`src/hw/fepcs_consts.svh`:
```
// Constants for the 100 Mb/s line coding block
// Summary of operation
// - Encode each transmit nibble into five-bit code-group
// - Send J then K for first preamble byte
// - Append T then R when enable drops
// - Send IDLE continuously until enable returns
// - Scrambler is an eleven-bit closed-loop LFSR
// - XOR each serial bit with LFSR key
// - Seed scrambler from upper four address straps
// - NRZI encode the scrambled stream before driving
// - Split NRZI into alternating positive/negative streams
// - Transmit output is MLT-3 only, no binary
// - Signal detect stays low on link pulses
// - Turn received MLT-3 back into NRZI
// - Decode received NRZI to NRZ before descrambling
// - Deserialise received bits into five-bit symbols
// - Descramble with identical key sequence XOR
// - Lock after twelve all-ones IDLE code-groups
// - Start 722 us hold timer on lock
// - Restart hold timer after 58 idle bits
// - Drop lock and reset on hold expiry
// - Use published 4B/5B code table
// - Offer scrambler and encoder bypass
`ifndef FEPCS_CONSTS_SVH
`define FEPCS_CONSTS_SVH

`define FEPCS_SYM_W 5
`define FEPCS_LFSR_W 11
`define FEPCS_TAP_HI 10
`define FEPCS_TAP_LO 8
`define FEPCS_SEED_LOW 7'h55
`define FEPCS_CODE_I 5'h1F
`define FEPCS_CODE_J 5'h18
`define FEPCS_CODE_K 5'h11
`define FEPCS_CODE_T 5'h0D
`define FEPCS_CODE_R 5'h07
`define FEPCS_LOCK_GROUPS 12
`define FEPCS_LOCK_BITS (`FEPCS_LOCK_GROUPS * `FEPCS_SYM_W)
`define FEPCS_IDLE_BITS 58
`define FEPCS_CLK_MHZ 50
`define FEPCS_HOLD_NS 722000
`define FEPCS_HOLD_CYC ((`FEPCS_HOLD_NS * `FEPCS_CLK_MHZ) / 1000)

`endif

```
`src/hw/fepcs_pkg.sv`:
```
// Types for the 100 Mb/s line coding block
package fepcs_pkg;
	typedef enum logic [2:0] {
		FEPCS_TX_IDLE = 3'h0,
		FEPCS_TX_J = 3'h1,
		FEPCS_TX_K = 3'h3,
		FEPCS_TX_DATA = 3'h2,
		FEPCS_TX_T = 3'h6,
		FEPCS_TX_R = 3'h7
	} fepcs_tx_st_t;
	typedef enum logic {
		FEPCS_RX_HUNT = 1'b0,
		FEPCS_RX_LOCK = 1'b1
	} fepcs_rx_st_t;
endpackage

```
`src/hw/fepcs_line_coding.sv`:
```
// 100 Mb/s transmit and receive line coding: 4B/5B, scrambling, NRZI, MLT-3
`timescale 1ns/1ps
`default_nettype none
`include "fepcs_consts.svh"

module fepcs_line_coding
	import fepcs_pkg::*;
#(
	parameter int BIT_DIV = 1,
	parameter int HOLD_CYCLES = `FEPCS_HOLD_CYC,
	parameter int HOLD_W = 16
)(
	input wire logic mclk,
	input wire logic rstn,
	input wire logic [4:0] phy_address_straps,
	input wire logic txEn,
	input wire logic [3:0] txd,
	input wire logic [4:0] txSymIn,
	input wire logic encBypass,
	input wire logic scrBypass,
	output logic txNibbleTake,
	output logic txPos,
	output logic txNeg,
	input wire logic rxPosPin,
	input wire logic rxNegPin,
	input wire logic energyPin,
	input wire logic linkPulsePin,
	output logic sigDetect,
	output logic rxLocked,
	output logic [4:0] rxSym,
	output logic rxSymValid
);
	localparam int LOCK_BITS = `FEPCS_LOCK_BITS;
	localparam int IDLE_BITS = `FEPCS_IDLE_BITS;

	// Bit-rate enable
	logic [7:0] divCnt_r;
	wire bitEn = (divCnt_r == 8'h00);
	always_ff @(posedge mclk)
		if (!rstn || divCnt_r == 8'(BIT_DIV - 1))
			divCnt_r <= 8'h00;
		else
			divCnt_r <= divCnt_r + 8'h01;

	// Pin synchronisers
	logic [4:0] strapMeta_r, strapSync_r;
	logic [3:0] pinMeta_r, pinSync_r;
	always_ff @(posedge mclk)
	begin
		strapMeta_r <= phy_address_straps;
		strapSync_r <= strapMeta_r;
		pinMeta_r <= {rxPosPin, rxNegPin, energyPin, linkPulsePin};
		pinSync_r <= pinMeta_r;
	end
	wire rxPosS = pinSync_r[3];
	wire rxNegS = pinSync_r[2];
	wire energyS = pinSync_r[1];
	wire pulseS = pinSync_r[0];

	// Seed load once the strap synchroniser has settled
	logic [1:0] initCnt_r;
	wire seedLoad = (initCnt_r == 2'h2);
	wire txRun = (initCnt_r == 2'h3);
	always_ff @(posedge mclk)
		if (!rstn)
			initCnt_r <= 2'h0;
		else if (!txRun)
			initCnt_r <= initCnt_r + 2'h1;

	function automatic logic [4:0] enc4b5b(input logic [3:0] n);
		case (n)
			4'h0: enc4b5b = 5'h1E;
			4'h1: enc4b5b = 5'h09;
			4'h2: enc4b5b = 5'h14;
			4'h3: enc4b5b = 5'h15;
			4'h4: enc4b5b = 5'h0A;
			4'h5: enc4b5b = 5'h0B;
			4'h6: enc4b5b = 5'h0E;
			4'h7: enc4b5b = 5'h0F;
			4'h8: enc4b5b = 5'h12;
			4'h9: enc4b5b = 5'h13;
			4'hA: enc4b5b = 5'h16;
			4'hB: enc4b5b = 5'h17;
			4'hC: enc4b5b = 5'h1A;
			4'hD: enc4b5b = 5'h1B;
			4'hE: enc4b5b = 5'h1C;
			default: enc4b5b = 5'h1D;
		endcase
	endfunction

	// Transmit code-group sequencing
	fepcs_tx_st_t txSt_r, txSt_nxt;
	logic [2:0] txBitCnt_r;
	logic [4:0] txShift_r;
	wire txBound = txRun && bitEn && (txBitCnt_r == 3'h4);
	always_comb
	begin
		txSt_nxt = txSt_r;
		unique case (txSt_r)
			FEPCS_TX_IDLE: if (txEn) txSt_nxt = FEPCS_TX_J;
			FEPCS_TX_J: txSt_nxt = FEPCS_TX_K;
			FEPCS_TX_K: txSt_nxt = txEn ? FEPCS_TX_DATA : FEPCS_TX_T;
			FEPCS_TX_DATA: if (!txEn) txSt_nxt = FEPCS_TX_T;
			FEPCS_TX_T: txSt_nxt = FEPCS_TX_R;
			FEPCS_TX_R: txSt_nxt = FEPCS_TX_IDLE;
			default: txSt_nxt = FEPCS_TX_IDLE;
		endcase
	end
	wire [4:0] dataCode = encBypass ? txSymIn : enc4b5b(txd);
	wire [4:0] codeNxt =
		(txSt_nxt == FEPCS_TX_J) ? `FEPCS_CODE_J :
		(txSt_nxt == FEPCS_TX_K) ? `FEPCS_CODE_K :
		(txSt_nxt == FEPCS_TX_DATA) ? dataCode :
		(txSt_nxt == FEPCS_TX_T) ? `FEPCS_CODE_T :
		(txSt_nxt == FEPCS_TX_R) ? `FEPCS_CODE_R : `FEPCS_CODE_I;
	wire takeNibble = txBound && txEn && (txSt_nxt != FEPCS_TX_T);
	always_ff @(posedge mclk)
		if (!rstn)
		begin
			txSt_r <= FEPCS_TX_IDLE;
			txBitCnt_r <= 3'h0;
			txShift_r <= `FEPCS_CODE_I;
			txNibbleTake <= 1'b0;
		end
		else
		begin
			txNibbleTake <= takeNibble;
			if (txBound)
			begin
				txSt_r <= txSt_nxt;
				txBitCnt_r <= 3'h0;
				txShift_r <= codeNxt;
			end
			else if (txRun && bitEn)
			begin
				txBitCnt_r <= txBitCnt_r + 3'h1;
				txShift_r <= {txShift_r[3:0], 1'b0};
			end
		end

	// Scrambler, NRZI and MLT-3 split
	logic [10:0] txLfsr_r;
	logic txNrzi_r;
	logic [1:0] mltPh_r;
	wire txKey = txLfsr_r[`FEPCS_TAP_HI] ^ txLfsr_r[`FEPCS_TAP_LO];
	wire scrBit = txShift_r[4] ^ (txKey & ~scrBypass);
	wire txStep = txRun && bitEn;
	wire txNrziNxt = txNrzi_r ^ scrBit;
	wire [1:0] mltPhNxt = mltPh_r + {1'b0, txNrziNxt ^ txNrzi_r};
	always_ff @(posedge mclk)
		if (!rstn)
		begin
			txLfsr_r <= 11'h000;
			txNrzi_r <= 1'b0;
			mltPh_r <= 2'h0;
			txPos <= 1'b0;
			txNeg <= 1'b0;
		end
		else if (seedLoad)
			txLfsr_r <= {strapSync_r[4:1], `FEPCS_SEED_LOW};
		else if (txStep)
		begin
			txLfsr_r <= {txLfsr_r[9:0], txKey};
			txNrzi_r <= txNrziNxt;
			mltPh_r <= mltPhNxt;
			txPos <= (mltPhNxt == 2'h1);
			txNeg <= (mltPhNxt == 2'h3);
		end

	// Receive MLT-3 to NRZI to NRZ
	logic [1:0] rxLvlPrev_r;
	logic rxNrzi_r, rxNrziPrev_r, rxBitVld_r;
	wire rxChange = ({rxPosS, rxNegS} != rxLvlPrev_r);
	always_ff @(posedge mclk)
		if (!rstn)
		begin
			rxLvlPrev_r <= 2'h0;
			rxNrzi_r <= 1'b0;
			rxNrziPrev_r <= 1'b0;
			rxBitVld_r <= 1'b0;
			sigDetect <= 1'b0;
		end
		else
		begin
			sigDetect <= energyS & ~pulseS;
			rxBitVld_r <= bitEn;
			if (bitEn)
			begin
				rxLvlPrev_r <= {rxPosS, rxNegS};
				rxNrzi_r <= rxNrzi_r ^ rxChange;
				rxNrziPrev_r <= rxNrzi_r;
			end
		end
	wire rxNrz = rxNrzi_r ^ rxNrziPrev_r;

	// Descrambler with lock and hold timer
	fepcs_rx_st_t rxSt_r;
	logic [10:0] rxLfsr_r;
	logic [5:0] onesCnt_r;
	logic [HOLD_W-1:0] holdCnt_r;
	logic [2:0] rxBitCnt_r;
	logic [4:0] rxShift_r;
	wire rxKey = rxLfsr_r[`FEPCS_TAP_HI] ^ rxLfsr_r[`FEPCS_TAP_LO];
	wire udBit = rxNrz ^ rxKey;
	wire lockHit = (rxSt_r == FEPCS_RX_HUNT) && rxBitVld_r && udBit
		&& (onesCnt_r == 6'(LOCK_BITS - 1));
	wire idleHit = (rxSt_r == FEPCS_RX_LOCK) && rxBitVld_r && udBit
		&& (onesCnt_r == 6'(IDLE_BITS - 1));
	wire holdOut = (rxSt_r == FEPCS_RX_LOCK) && (holdCnt_r == '0);
	wire [4:0] rxShiftNxt = {rxShift_r[3:0], udBit};
	always_ff @(posedge mclk)
		if (!rstn || holdOut)
		begin
			rxSt_r <= FEPCS_RX_HUNT;
			rxLfsr_r <= 11'h000;
			onesCnt_r <= 6'h00;
			holdCnt_r <= '0;
			rxBitCnt_r <= 3'h0;
			rxShift_r <= 5'h00;
			rxSym <= 5'h00;
			rxSymValid <= 1'b0;
			rxLocked <= 1'b0;
		end
		else
		begin
			rxSymValid <= 1'b0;
			if (rxSt_r == FEPCS_RX_LOCK)
				holdCnt_r <= idleHit ? HOLD_W'(HOLD_CYCLES - 1) : holdCnt_r - 1'b1;
			if (rxBitVld_r)
			begin
				if (rxSt_r == FEPCS_RX_HUNT)
					rxLfsr_r <= {rxLfsr_r[9:0], ~rxNrz};
				else
					rxLfsr_r <= {rxLfsr_r[9:0], rxKey};
				onesCnt_r <= (!udBit || lockHit || idleHit) ? 6'h00 : onesCnt_r + 6'h01;
				rxShift_r <= rxShiftNxt;
				rxBitCnt_r <= (rxBitCnt_r == 3'h4) ? 3'h0 : rxBitCnt_r + 3'h1;
				if (rxBitCnt_r == 3'h4 && rxSt_r == FEPCS_RX_LOCK)
				begin
					rxSym <= rxShiftNxt;
					rxSymValid <= 1'b1;
				end
			end
			if (lockHit)
			begin
				rxSt_r <= FEPCS_RX_LOCK;
				rxLocked <= 1'b1;
				holdCnt_r <= HOLD_W'(HOLD_CYCLES - 1);
			end
		end
endmodule
`default_nettype wire

```
`config.mk`:
```
export PLATFORM = sky130hd
export DESIGN_NAME = fepcs_line_coding
export DESIGN_NICKNAME = d
export VERILOG_FILES = /design/src/hw/fepcs_pkg.sv /design/src/hw/fepcs_line_coding.sv
export VERILOG_INCLUDE_DIRS = /design/src /design/src/hw
export SDC_FILE = /design/constraint.sdc
export NUM_CORES = 1
export LEC_CHECK = 0
export BUFFER_PORTS_ARGS = -buffer_cell sky130_fd_sc_hd__buf_2
export CORE_MARGIN = 1
export CORE_UTILIZATION = 35
export DETAILED_ROUTE_END_ITERATION = 16
export GPL_ROUTABILITY_DRIVEN = 0
export SYNTH_ARGS = -nofsm -noshare
export SYNTH_HDL_FRONTEND = slang
export SYNTH_SLANG_ARGS = --single-unit
```
`constraint.sdc`:
```
create_clock -name mclk -period 1.9 [get_ports mclk]
set_input_delay 0.095 -clock mclk [delete_from_list [all_inputs] [get_ports mclk]]
set_output_delay 0.095 -clock mclk [all_outputs]
set_load 0.02 [all_outputs]
```
==> results of run 1 <==
-- final cells by class --
class	count	area [µm²]
Tap cell	168	210
Clock buffer	9	225
Inverter	17	63.8
Timing Repair Buffer	61	423
Multi-Input combinational cell	343	2140
Sequential cell	106	2120
Fill cell	1231	6850
Clock inverter	7	68.8
-- what timing repair did --
item                       4_1_cts  5_1_grt
gates resized for setup          0        5
setup endpoints to repair        0       33
hold endpoints to repair         8        0
hold buffers                     8        0
buffers inserted                 0        0
-- cell usage after synthesis (2+ instances only) --
cell / n / area share [%]
or4_1: 2 / 0.34
nor2b_1: 8 / 1.1
nand3b_1: 3 / 0.51
a31o_2: 4 / 0.80
buf_2: 3 / 0.34
a31oi_1: 8 / 1.1
o21ai_0: 21 / 2.4
xor2_1: 12 / 2.4
inv_1: 16 / 1.4
dfxtp_1: 106 / 48
nor3b_1: 5 / 0.85
nand4_1: 8 / 1.1
nor4_1: 2 / 0.28
nor3_1: 11 / 1.3
nand2_1: 42 / 3.6
a211oi_1: 6 / 1.0
clkbuf_1: 13 / 1.1
o2111ai_1: 2 / 0.40
ha_1: 12 / 3.4
mux2_2: 2 / 0.51
nand3_1: 18 / 2.1
and3_1: 6 / 0.85
xnor2_1: 16 / 3.2
a21oi_1: 34 / 3.9
mux2i_1: 23 / 5.2
nor2_1: 72 / 6.2
a41o_1: 2 / 0.46
o21a_1: 4 / 0.68
-- cell usage in the layout (no fill, tap or decap), types with 3 or more instances in the layout --
cell,instances
dfxtp_1,105
nor2_1,71
nand2_1,42
a21oi_1,34
buf_2,32
mux2i_1,23
o21ai_0,21
buf_4,19
nand3_1,18
inv_1,16
xnor2_1,16
xor2_1,12
ha_1,12
nor3_1,11
clkbuf_16,9
nor2b_1,8
nand4_1,8
a31oi_1,8
dlygate4sd3_1,8
a211oi_1,6
and3_1,6
nor3b_1,5
o21a_1,4
a31o_2,4
nand3b_1,3
-- final timing paths --
check / cells past startpoint / start / endpoint / slack (ns)
worst max register to register: 7 / onesCnt_r[1]$_SDFFE_PP0P_ / onesCnt_r[3]$_SDFFE_PP0P_ / 0.12
worst min-delay path: 2 / txEn / txNibbleTake$_SDFF_PN0_ / 0.1
worst max-delay path: 7 / onesCnt_r[1]$_SDFFE_PP0P_ / onesCnt_r[3]$_SDFFE_PP0P_ / 0.12
worst min register to register: 0 / strapMeta_r[1]$_DFF_P_ / strapSync_r[1]$_DFF_P_ / 0.33
-- report_power, final --
group	total [W]	leakage [nW]	internal [W]	switching (W)
combinational	0.000522	1.12	0.000227	0.000295
sequential	0.00243	0.866	0.00235	0.0000794
clock	0.00180	0.137	0.000921	0.000875
total	0.00475	2.12	0.00350	0.00125
-- through the flow --
step | instance area [µm²] | setup slack, ns | power (W) | utilization (%) | hold WS (ns)
4_1_cts | 5230 | 0.0522 | 0.00481 | 43.2 | 0.0880
2_1_floorplan | 4390 | 0.0274 | 0.00283 | - | 0.123
5_1_grt | 5260 | -0.00703 | 0.00499 | 43.4 | 0.0994
3_5_place_dp | 4860 | 0.0559 | 0.00299 | 40.1 | 0.199
6_report | 5260 | 0.118 | 0.00475 | 43.4 | 0.0979
3_3_place_gp | 4860 | 0.0873 | 0.00296 | 40.1 | 0.197
-- registers in the layout (all words and copies together) (netlist names), 5 cells and up --
name	cells
divCnt_r	8
holdCnt_r	16
onesCnt_r	6
rxLfsr_r	11
rxSym	5
txLfsr_r	11
txShift_r	5
-- layer usage --
layer,share of wire (%),wire [µm]
met5,0,0
met4,1.1,91
met3,2.9,243
met2,48,4020
met1,48,4040
-- kinds of logic (layout without fill, tap and decap cells) --
logic type / count (synthesis) / count (layout) / share of synthesized area [%]
AND/OR/NAND/NOR: 186 / 186 / 20.3
flip-flops: 106 / 106 / 48.3
AO/OA/AOI/OAI: 92 / 92 / 13.2
buffers and inverters: 36 / 94 / 3.42
XOR/XNOR: 28 / 28 / 5.58
multiplexers: 25 / 25 / 5.75
adder cells (fa/ha/maj): 12 / 12 / 3.42
-- worst reg2reg max path, delay by kind of cell (launching register included) --
family          cells  cell delay, ns
compound gates      3            0.57
flops               1            0.35
mux                 1            0.29
simple gates        1            0.28
fa+ha+maj           1            0.19
buf+inv             1            0.06
==> results summary, run 1 <==
The number of enable flip-flop cells after synthesis is 0. In this run the worst path has a maximum fanout of 3. After detailed routing, the average wire length per cell comes to 11.8 µm. For this design the static power due to leakage is 2.12 nW.

Traced cell by cell, the critical path runs through inv_1 > ha_1 > mux2_2 > a21oi_1 > o2111ai_2 > nor3b_1 > a31o_2. The via-per-instance ratio is around 4.9. The wire length after detailed routing is around 8400 µm. The total DRC errors in the routed layout is 0. The starting DRC count in detailed routing is ~150. The worst endpoint required time came out at approximately 2.2 ns. The class of the tightest hold or removal check is input port to flop. Yosys printed 0 warnings. The share of the Yosys chip area taken by registers is between 40% and 50%. The count of final max-slew check failures came out at 0. The number of distinct library cell variants in the gate-level netlist after synthesis is 52. The flip-flop cell with the highest count after synthesis is dfxtp_1.

The total track usage is 13.8%. The highest clock frequency the design can meet is around 560 MHz. Setup repair after global routing could not meet its margin everywhere.

The worst-case vdd ir drop came out at slightly above 0.6 mV. The share of flip-flops with an asynchronous set or reset after synthesis came out at 0%. The largest clock skew in the final design is about 0.0075 ns. STA classifies the critical path startpoint as a flop. In this run the most used layer during global routing was met2.

Relative to the synthesized area, the layout overhead comes to 19.7%. The register bit total from synthesis came out at 106. The total power divided by cell area is 902 nW/µm². In the global route stage, met3 resource usage came out at between 3 and 4%. Counting tap cells, the placed design contains a total of a little under 700 instances. Dividing the synthesized area by the synthesized cell count gives 9.06 µm². By startpoint and endpoint, the worst setup path is classified as flop to flop. The via count of the first global-routing pass came out at about 3400.

The remaining antenna violation count after routing is 0. The period utilization is between 90% and 100%. The number of buffers added by the clock tree synthesis step came out at 9. The arrival time reported for the critical path endpoint came out at about 2.1 ns. The largest individual stage delay along the critical path comes from the cell dfxtp_1. The core area is 12100 µm². The number of H-tree branching levels came out at 3.

The mapped cell area came out at between 4000 and 5000 µm². For the pin with the worst max-slew slack, the measured transition is around 0.5 ns. The final count of hold timing violations is 0. The count of non-filler cells in the finished layout is 711. The relative slew slack came out at roughly 67%.

The minimum period implied by the final worst setup slack is 1.78 ns. The number of primary I/O pins came out at 34. The number of standard cells after synthesis came out at ~490.

The endpoint kind of the worst setup timing path is a flop. The maximum number of pins on one net before global-route repair is 27. The buffer depth of the longest clock path came out at 2.

The wire length of the first global-routing pass is about 15000 µm. The number of clock sinks is roughly 110. The die span in x is about 110 µm. The die area came out at between 10000 and 15000 µm². The initial antenna violation count is 0.

The HPWL after detailed placement is 5890 µm. The later pin in the worst-skew pair is clocked with a latency of 0.35 ns. The clock input transition at the sequential cells of the worst setup and hold paths came out at 0.07 ns.

At the end of the flow, the number of nets in the layout was between 500 and 600. The number of violations of the max-capacitance limit came out at 0. The post-route netlist has around 16% of its cells at a drive strength greater than 1. Clock tree synthesis selected as its root buffer the cell clkbuf_16. The count of TritonRoute iterations in the first routing pass is 4. For met1 alone, demand over resource in global routing was about 17%. When the netlist entered floorplanning its net count stood at 520.

The sum of overflow across all layers after global routing came out at 0. Broken down by cell family, the worst path's largest delay share belongs to compound AO/OA/AOI/OAI gates. The run finished with clean final reports.

The number of antenna diodes is 0. The critical path's largest stage delay came out at between 0.3 and 0.4 ns. The number of port buffers is 32. TritonCTS built the clock tree. The starting utilization of the core area is about 36%.

Adding up every negative setup slack in the final design gives 0 ns. The total via count in the routed design is 3497. The buffer and inverter count on the worst path is 1.

The number of rows created at floorplan is 40. The met2 track demand over resource in global routing is roughly a quarter. The die is 114 µm tall. Setup violations remaining at the end of the flow were counted as 0.
No activity file was read; power rests on OpenSTA's default activity.
==> inputs of run 2 (changes only) <==
CORE_MARGIN = 4   (was 1)
CTS_BUF_LIST = sky130_fd_sc_hd__clkbuf_8   (was not set)
clock period = 2.2 ns   (was 1.9 ns; I/O delays follow)
==> run 2 against run 1 <==
Via count decreased by 1.5%. First-iteration DRC count increased by 32%. Utilization decreased by 2.0 points. Routed wire length decreased by 0.85%. Global-route usage decreased by 1.4 points. Sequential cell count unchanged. Critical path depth decreased by 1. Combinational power decreased by 17%. Setup slack improved by 0.086 ns. Sequential power decreased by 14%. Clock skew about the same. Largest cell class unchanged. Largest power group unchanged.
==> results summary, run 2 (synthesis gave the netlist of run 1 again) <==
The wire length after detailed routing came out at 8320 µm (-0.85%). In this run the most critical hold path is launched from txEn. The wire length of the first global-routing pass came out at 14900 µm (+2.4%). The total via count in the routed design is 3444 (-1.5%). The library cell used most frequently in the layout, excluding fill and tap cells, is dfxtp_1. The worst reg-to-reg path cell count is 6 (-1). The remaining antenna violation count after routing was 0 (unchanged).

The later-pin clock latency in the skew report is 0.36 ns (about the same). The worst-case vdd ir drop is 0.512 mV (-18%). The number of primary I/O pins came to 34 (unchanged). The worst setup path is captured at a flop. The arrival time reported for the critical path endpoint is 2.25 ns (+0.17 ns). The number of H-tree branching levels is 3 (unchanged).

The period utilization came to 90.7% (-3.0 points). The die area is 14400 µm² (+11%). The count of final max-slew check failures is 0 (unchanged). The power consumption came out at 0.00362 W (-24%). TritonCTS built the clock tree. The buffer depth of the longest clock path came to 2 (unchanged). The worst endpoint required time is 2.45 ns (+0.26 ns). STA classifies the critical path startpoint as a flop. The top cell types in the final layout, fill and taps aside, are dfxtp_1 (106), nor2_1 (72), nand2_1 (42). The number of clock sinks is 106 (unchanged). The run finished with clean final reports. The largest registers in the layout are holdCnt_r x16, rxLfsr_r x11, txLfsr_r x11. The worst-path maximum fanout is 17 (+14). The leakage component of the power is 2.01 nW (-5.3%). The total DRC errors in the routed layout is 0 (unchanged). The share of total power in sequential cells came to 58.0% (+6.8 points).

The number of fill cells came to 1202 (-2.4%). The core area came out at 12200 µm² (+0.41%). The count of TritonRoute iterations in the first routing pass is 4 (unchanged). The via count of the first global-routing pass came out at 3245 (-3.9%). The sum of overflow across all layers after global routing came out at 0 (unchanged). The switching share of power was 26.6% (+0.25 points). The cell count after placement is 679 (-1.2%).

The starting DRC count in detailed routing is 200 (+32%). The number of nets in the finished design was 565 (-1.4%). The maximum number of pins on one net before global-route repair is 25 (-7.4%). The largest clock skew in the final design was 0.00729 ns (-0.000221 ns). The worst register-to-register path ends at holdCnt_r[11]$_SDFFE_PP0P_. The internal power consumption was 0.00266 W (-24%). The number of port buffers came to 32 (unchanged).

The setup path with the least slack is of type flop to flop. The switching power total came out at 0.000961 W (-23%). The proportion of layout cells with a drive suffix above 1 came out at 13.5% (-2.2 points). The starting utilization of the core area is 36.1% (-0.15 points). The register containing the most flip-flops in the final layout is holdCnt_r. The signed area change from the synthesized netlist to the final layout came out at 14.6%. The final count of hold timing violations came out at 0 (unchanged). The routed length per instance was 11.9 µm (+0.43%). The relative slew slack came out at 63.4% (-3.4 points). The path class of the tightest hold or removal check is input port to flop.

The clock network fraction of total power came out at 30.1% (-7.7 points). The number of rows created at floorplan is 40 (unchanged). The combinational cell fraction of total power came out at 11.9% (+0.9 points). The number of buffers added by the clock tree synthesis step is 9 (unchanged).

The count of non-filler cells in the finished layout is 702 (-1.3%). Setup repair after global routing left no endpoint under its margin. The tree is rooted in a clkbuf_8. The initial antenna violation count is 0 (unchanged). The HPWL reported at the end of detailed placement came out at 5810 µm (-1.4%).

The minimum period implied by the final worst setup slack came out at 2.00 ns (+0.214 ns). The total power divided by cell area came out at 718 nW/µm² (-20%). The worst hold path depth came out at 2 (unchanged). The number of violations of the max-capacitance limit is 0 (unchanged).

The die span in x came out at 120 µm (+5.3%). The height of the chip is 120 µm (+5.3%). The actual slew at the worst max-slew pin is 0.543 ns (+0.0501 ns). The total track usage came out at 12.4% (-1.4 points). The number of antenna diodes is 0 (unchanged). The via-per-instance ratio was 4.91 (-0.25%). The worst-case register-to-register setup slack was 0.20 ns (+0.09 ns). The startpoint identified for the worst register-to-register timing path is holdCnt_r[10]$_SDFFE_PP0P_. The highest clock frequency the design can meet came out at 501 MHz (-11%). The clock input transition at the sequential cells of the worst setup and hold paths is 0.09 ns (+0.02 ns).

The total of endpoints with negative setup slack in the final report was 0 (unchanged). The number of setup buffers added after CTS came out at 0 (unchanged). The flip-flop count of the largest register, all copies and words added is 16 (unchanged). The final sum of negative setup slack is 0 ns (unchanged). The endpoint of the worst hold-timing path is txNibbleTake$_SDFF_PN0_.
[run 2: changes by cell type in the layout (fill, tap and decap cells not counted), moves of 2 or more]
cell and delta:
buf_12 -2, buf_4 -6, clkbuf_16 -9, clkbuf_8 +10
[run 2: timing repair]
action,CTS,global route
setup endpoints to repair,0,12
resized for setup,0,1
hold buffers,8,0
hold endpoints to repair,8,0
[run 2: worst max path at each step]
stage / from / endpoint / cells after the start
after global placement: holdCnt_r[10]$_SDFFE_PP0P_ / holdCnt_r[11]$_SDFFE_PP0P_ / 6
final: holdCnt_r[10]$_SDFFE_PP0P_ / holdCnt_r[11]$_SDFFE_PP0P_ / 6
after CTS: holdCnt_r[10]$_SDFFE_PP0P_ / holdCnt_r[5]$_SDFFE_PP0P_ / 5
after global routing: divCnt_r[1]$_SDFF_PP0_ / txSt_r[0]$_SDFFE_PN0P_ / 7
after detailed placement: holdCnt_r[10]$_SDFFE_PP0P_ / holdCnt_r[11]$_SDFFE_PP0P_ / 6
after floorplan: holdCnt_r[2]$_SDFFE_PP0P_ / onesCnt_r[5]$_SDFFE_PP0P_ / 5
[run 2: layer usage]
layer  up-vias  GRT usage [%]  wire length [µm]  share of wire (%)
met1      1619           15.8              4050                 49
li1       1772              -                 -                  -
met5         -              0                 0                  0
met4         0           4.29               136                1.6
met3        10           3.16               261                3.1
met2        43           20.3              3870                 47
[run 2: layout make-up]
| class | instances | area [µm²] | share of cell area (%) |
|---|---|---|---|
| clock buffer | 10 | 138 | 2.73 |
| tap | 168 | 210 | 4.17 |
| multi-input combinational | 343 | 2130 | 42.2 |
| timing repair buffer | 53 | 338 | 6.71 |
| sequential | 106 | 2120 | 42.1 |
| clock inverter | 5 | 37.5 | 0.745 |
| inverter | 17 | 63.8 | 1.27 |
[run 2: per-stage QoR]
| stage | instance area [µm²] | utilization (%) | hold slack, ns | setup slack, ns |
|---|---|---|---|---|
| floorplan | 4390 | - | 0.138 | 0.262 |
| global placement | 4770 | 39.3 | 0.212 | 0.197 |
| detailed placement | 4770 | 39.3 | 0.214 | 0.164 |
| CTS | 5030 | 41.4 | 0.0641 | 0.144 |
| global route | 5040 | 41.4 | 0.0718 | 0.0136 |
| finish | 5040 | 41.4 | 0.0893 | 0.204 |
[run 2: power groups by stage]
stage / Clock [W] / Sequential [W] / Combinational, W
6_report: 0.00109 / 0.00210 / 0.000431
5_1_grt: 0.00123 / 0.00211 / 0.000495
4_1_cts: 0.00115 / 0.00210 / 0.000436
3_5_place_dp: 0 / 0.00214 / 0.000423
3_3_place_gp: 0 / 0.00213 / 0.000408
2_1_floorplan: 0 / 0.00213 / 0.000314
[run 2: critical path, stage by stage (launching register included)]
cell      delay (ns)
dfxtp_1         0.37
nor4_2          0.36
nand3_2         0.17
o41ai_4         0.49
buf_4           0.30
o21bai_1        0.14
nor3b_1         0.06
==> inputs of run 3 (changes only) <==
clock period = 2 ns   (was 2.2 ns; I/O delays follow)
==> run 3 against run 2 <==
First-iteration DRC count increased by 11%. Global-route usage down 0.096 points. Sequential cell count unchanged. Cell count grew 0.71%. Clock skew up 0.0054 ns. Highest routed layer unchanged. Register-to-register slack worse by 0.09 ns.
==> results summary, run 3 (synthesis gave the netlist of run 1 again) <==
The flow ran to the end, and the final reports show no timing, DRC or antenna violations. The maximum number of pins on one net before global-route repair came out at 27 (+8.0%). The proportion of layout cells with a drive suffix above 1 is 15.0% (+1.5 points). The number of rows created at floorplan came to 40 (unchanged). The number of antenna diodes came to 0 (unchanged).

The worst setup path is launched from a flop. The routed length per instance is 12.0 µm (+1.2%). The number of H-tree branching levels is 3 (unchanged). The combinational cell fraction of total power came out at 11.7% (-0.2 points). The period utilization came out at 94.2% (+3.4 points). The number of port buffers is 32 (unchanged).

The uppermost metal layer occupied by signal nets is met4. The core area came out at 12200 µm² (unchanged). The met1 routed wirelength after detailed routing is 3920 µm (-3.3%). The number of clock sinks came out at 106 (unchanged). The die area is 14400 µm² (unchanged). The clock network fraction of total power came out at 32.8% (+2.7 points). The worst slack after detailed placement came out at 0.0327 ns (-0.132 ns). The die span in x was 120 µm (unchanged). The largest registers in the layout are holdCnt_r x16, rxLfsr_r x11, txLfsr_r x11.

The largest clock skew in the final design came to 0.0127 ns (+0.00545 ns). The later-pin clock latency in the skew report came out at 0.37 ns (about the same). The highest clock frequency the design can meet came out at 531 MHz (+6.0%). The actual slew at the worst max-slew pin is 0.424 ns (-0.120 ns).

The via count of the first global-routing pass came out at 3335 (+2.8%). The sum of met2 wire segment lengths after detailed routing was 4140 µm (+6.9%). Compared with the post-synthesis result, the final layout area differs by 17.0%. The number of nets in the finished design came out at 569 (+0.71%). The remaining antenna violation count after routing is 0 (unchanged).

The worst-path maximum fanout is 10 (-7). The count of TritonRoute iterations in the first routing pass is 4 (unchanged). The height of the chip came out at 120 µm (unchanged). The total via count in the routed design came out at 3469 (+0.73%). The number of buffers added by the clock tree synthesis step is 9 (unchanged). The buffer depth of the longest clock path came out at 2 (unchanged). The count of final max-slew check failures came out at 0 (unchanged). The final sum of negative setup slack was 0 ns (unchanged). The critical path start-end classification is flop to flop. The met3 routed wirelength came out at 330 µm (+26%).

The register containing the most flip-flops in the final layout is holdCnt_r. TritonCTS built the clock tree. The starting DRC count in detailed routing is 222 (+11%).

The tightest min-delay check is of the input port to flop type. Leaving out fill and tap cells, the most frequent cell in the layout is dfxtp_1. The relative slew slack is 71.4% (+8.0 points). The wire length of the first global-routing pass is 14700 µm (-1.4%). The starting utilization of the core area came out at 36.1% (unchanged). The leakage component of the power is 2.06 nW (+2.6%).

The final count of hold timing violations came out at 0 (unchanged). The switching share of power is 26.2% (-0.37 points). The minimum period implied by the final worst setup slack came out at 1.88 ns (-0.113 ns). The critical path's largest stage delay came out at 0.48 ns (about the same). The HPWL reported at the end of detailed placement was 5890 µm (+1.3%). In the layout the commonest cells are dfxtp_1 (106), nor2_1 (72), nand2_1 (41).

The worst-case vdd ir drop is 0.591 mV (+15%). The switching power total came out at 0.00109 W (+13%). The total of endpoints with negative setup slack in the final report came out at 0 (unchanged).

Setup repair after global routing left no endpoint under its margin. The post-layout worst setup margin is 0.116 ns (-0.0872 ns). The wire length after detailed routing is 8480 µm (+1.9%).

The via-per-instance ratio came out at 4.91 (about the same). The number of violations of the max-capacitance limit came out at 0 (unchanged). The total track usage is 12.3% (-0.096 points). The internal power consumption is 0.00307 W (+16%). The worst endpoint required time came out at 2.26 ns (-0.19 ns). STA classifies the critical path endpoint as a flop. The clock input transition at the sequential cells of the worst setup and hold paths was 0.10 ns (about the same). The number of primary I/O pins was 34 (unchanged). Walking the worst path, the cells encountered are nor4_4 > nand3_2 > o41ai_4 > buf_4 > a21o_1 > o32ai_1. The arrival time reported for the critical path endpoint came to 2.14 ns (-0.11 ns). The initial antenna violation count came out at 0 (unchanged). On the critical path, the stage with the largest delay is an instance of o41ai_4. The total power divided by cell area is 809 nW/µm² (+13%). The sum of overflow across all layers after global routing came to 0 (unchanged). The total DRC errors in the routed layout is 0 (unchanged). The share of total power in sequential cells is 55.5% (-2.5 points).

The cell sitting at the root of the clock tree is a clkbuf_8. The flip-flop count of the largest register, all copies and words added is 16 (unchanged). The worst-case register-to-register setup slack came out at 0.12 ns (-0.09 ns).
## run 3: through the flow
stage | total power, W | area [µm²] | instances | utilization [%] | hold slack (ns)
after floorplan | 0.00269 | 4390 | 485 | - | 0.128
after global placement | 0.00280 | 4810 | 682 | 39.5 | 0.202
after detailed placement | 0.00282 | 4810 | 682 | 39.5 | 0.204
after CTS | 0.00422 | 5100 | 706 | 41.9 | 0.0500
after global routing | 0.00438 | 5140 | 707 | 42.3 | 0.0598
final | 0.00416 | 5140 | 707 | 42.3 | 0.0732
## run 3: area by class of cell
type	count	area [µm²]
Timing Repair Buffer	57	384
Sequential cell	106	2120
Tap cell	168	210
Clock inverter	6	73.8
Fill cell	1199	7020
Multi-Input combinational cell	343	2150
Clock buffer	10	138
Inverter	17	63.8
## run 3: path summary, 6_finish.rpt
path,depth (start not counted),start,endpoint
hold reg to reg,0,pinMeta_r[2]$_DFF_P_,pinSync_r[2]$_DFF_P_
hold / removal,2,txEn,txNibbleTake$_SDFF_PN0_
setup / recovery,6,holdCnt_r[2]$_SDFFE_PP0P_,onesCnt_r[4]$_SDFFE_PP0P_
setup reg to reg,6,holdCnt_r[2]$_SDFFE_PP0P_,onesCnt_r[4]$_SDFFE_PP0P_
## run 3: worst max-delay path: cells and delay by family, from the launching register on
family | cells | cell delay [ns]
AOI/OAI and AO/OA | 3 | 0.67
and+or+nand+nor | 2 | 0.48
DFF | 1 | 0.38
buffers and inverters | 1 | 0.25
## run 3: per-layer routing
metal,global-route usage [%],vias up
met4,4.37,0
met2,20.9,56
li1,-,1776
met3,3.58,9
met5,0,-
met1,14.7,1628
## run 3: power by group through the flow
stage / clock [W] / sequential (W) / combinational (W)
floorplan: 0 / 0.00234 / 0.000345
global placement: 0 / 0.00235 / 0.000452
detailed placement: 0 / 0.00236 / 0.000468
CTS: 0.00143 / 0.00231 / 0.000483
global route: 0.00151 / 0.00232 / 0.000551
finish: 0.00136 / 0.00231 / 0.000487
## run 3: timing repair
item / in CTS / in global routing
endpoints found under the setup margin: 0 / 32
hold buffers: 8 / 0
setup buffers: 0 / 1
endpoints found under the hold margin: 8 / 0
gates resized for setup: 0 / 7
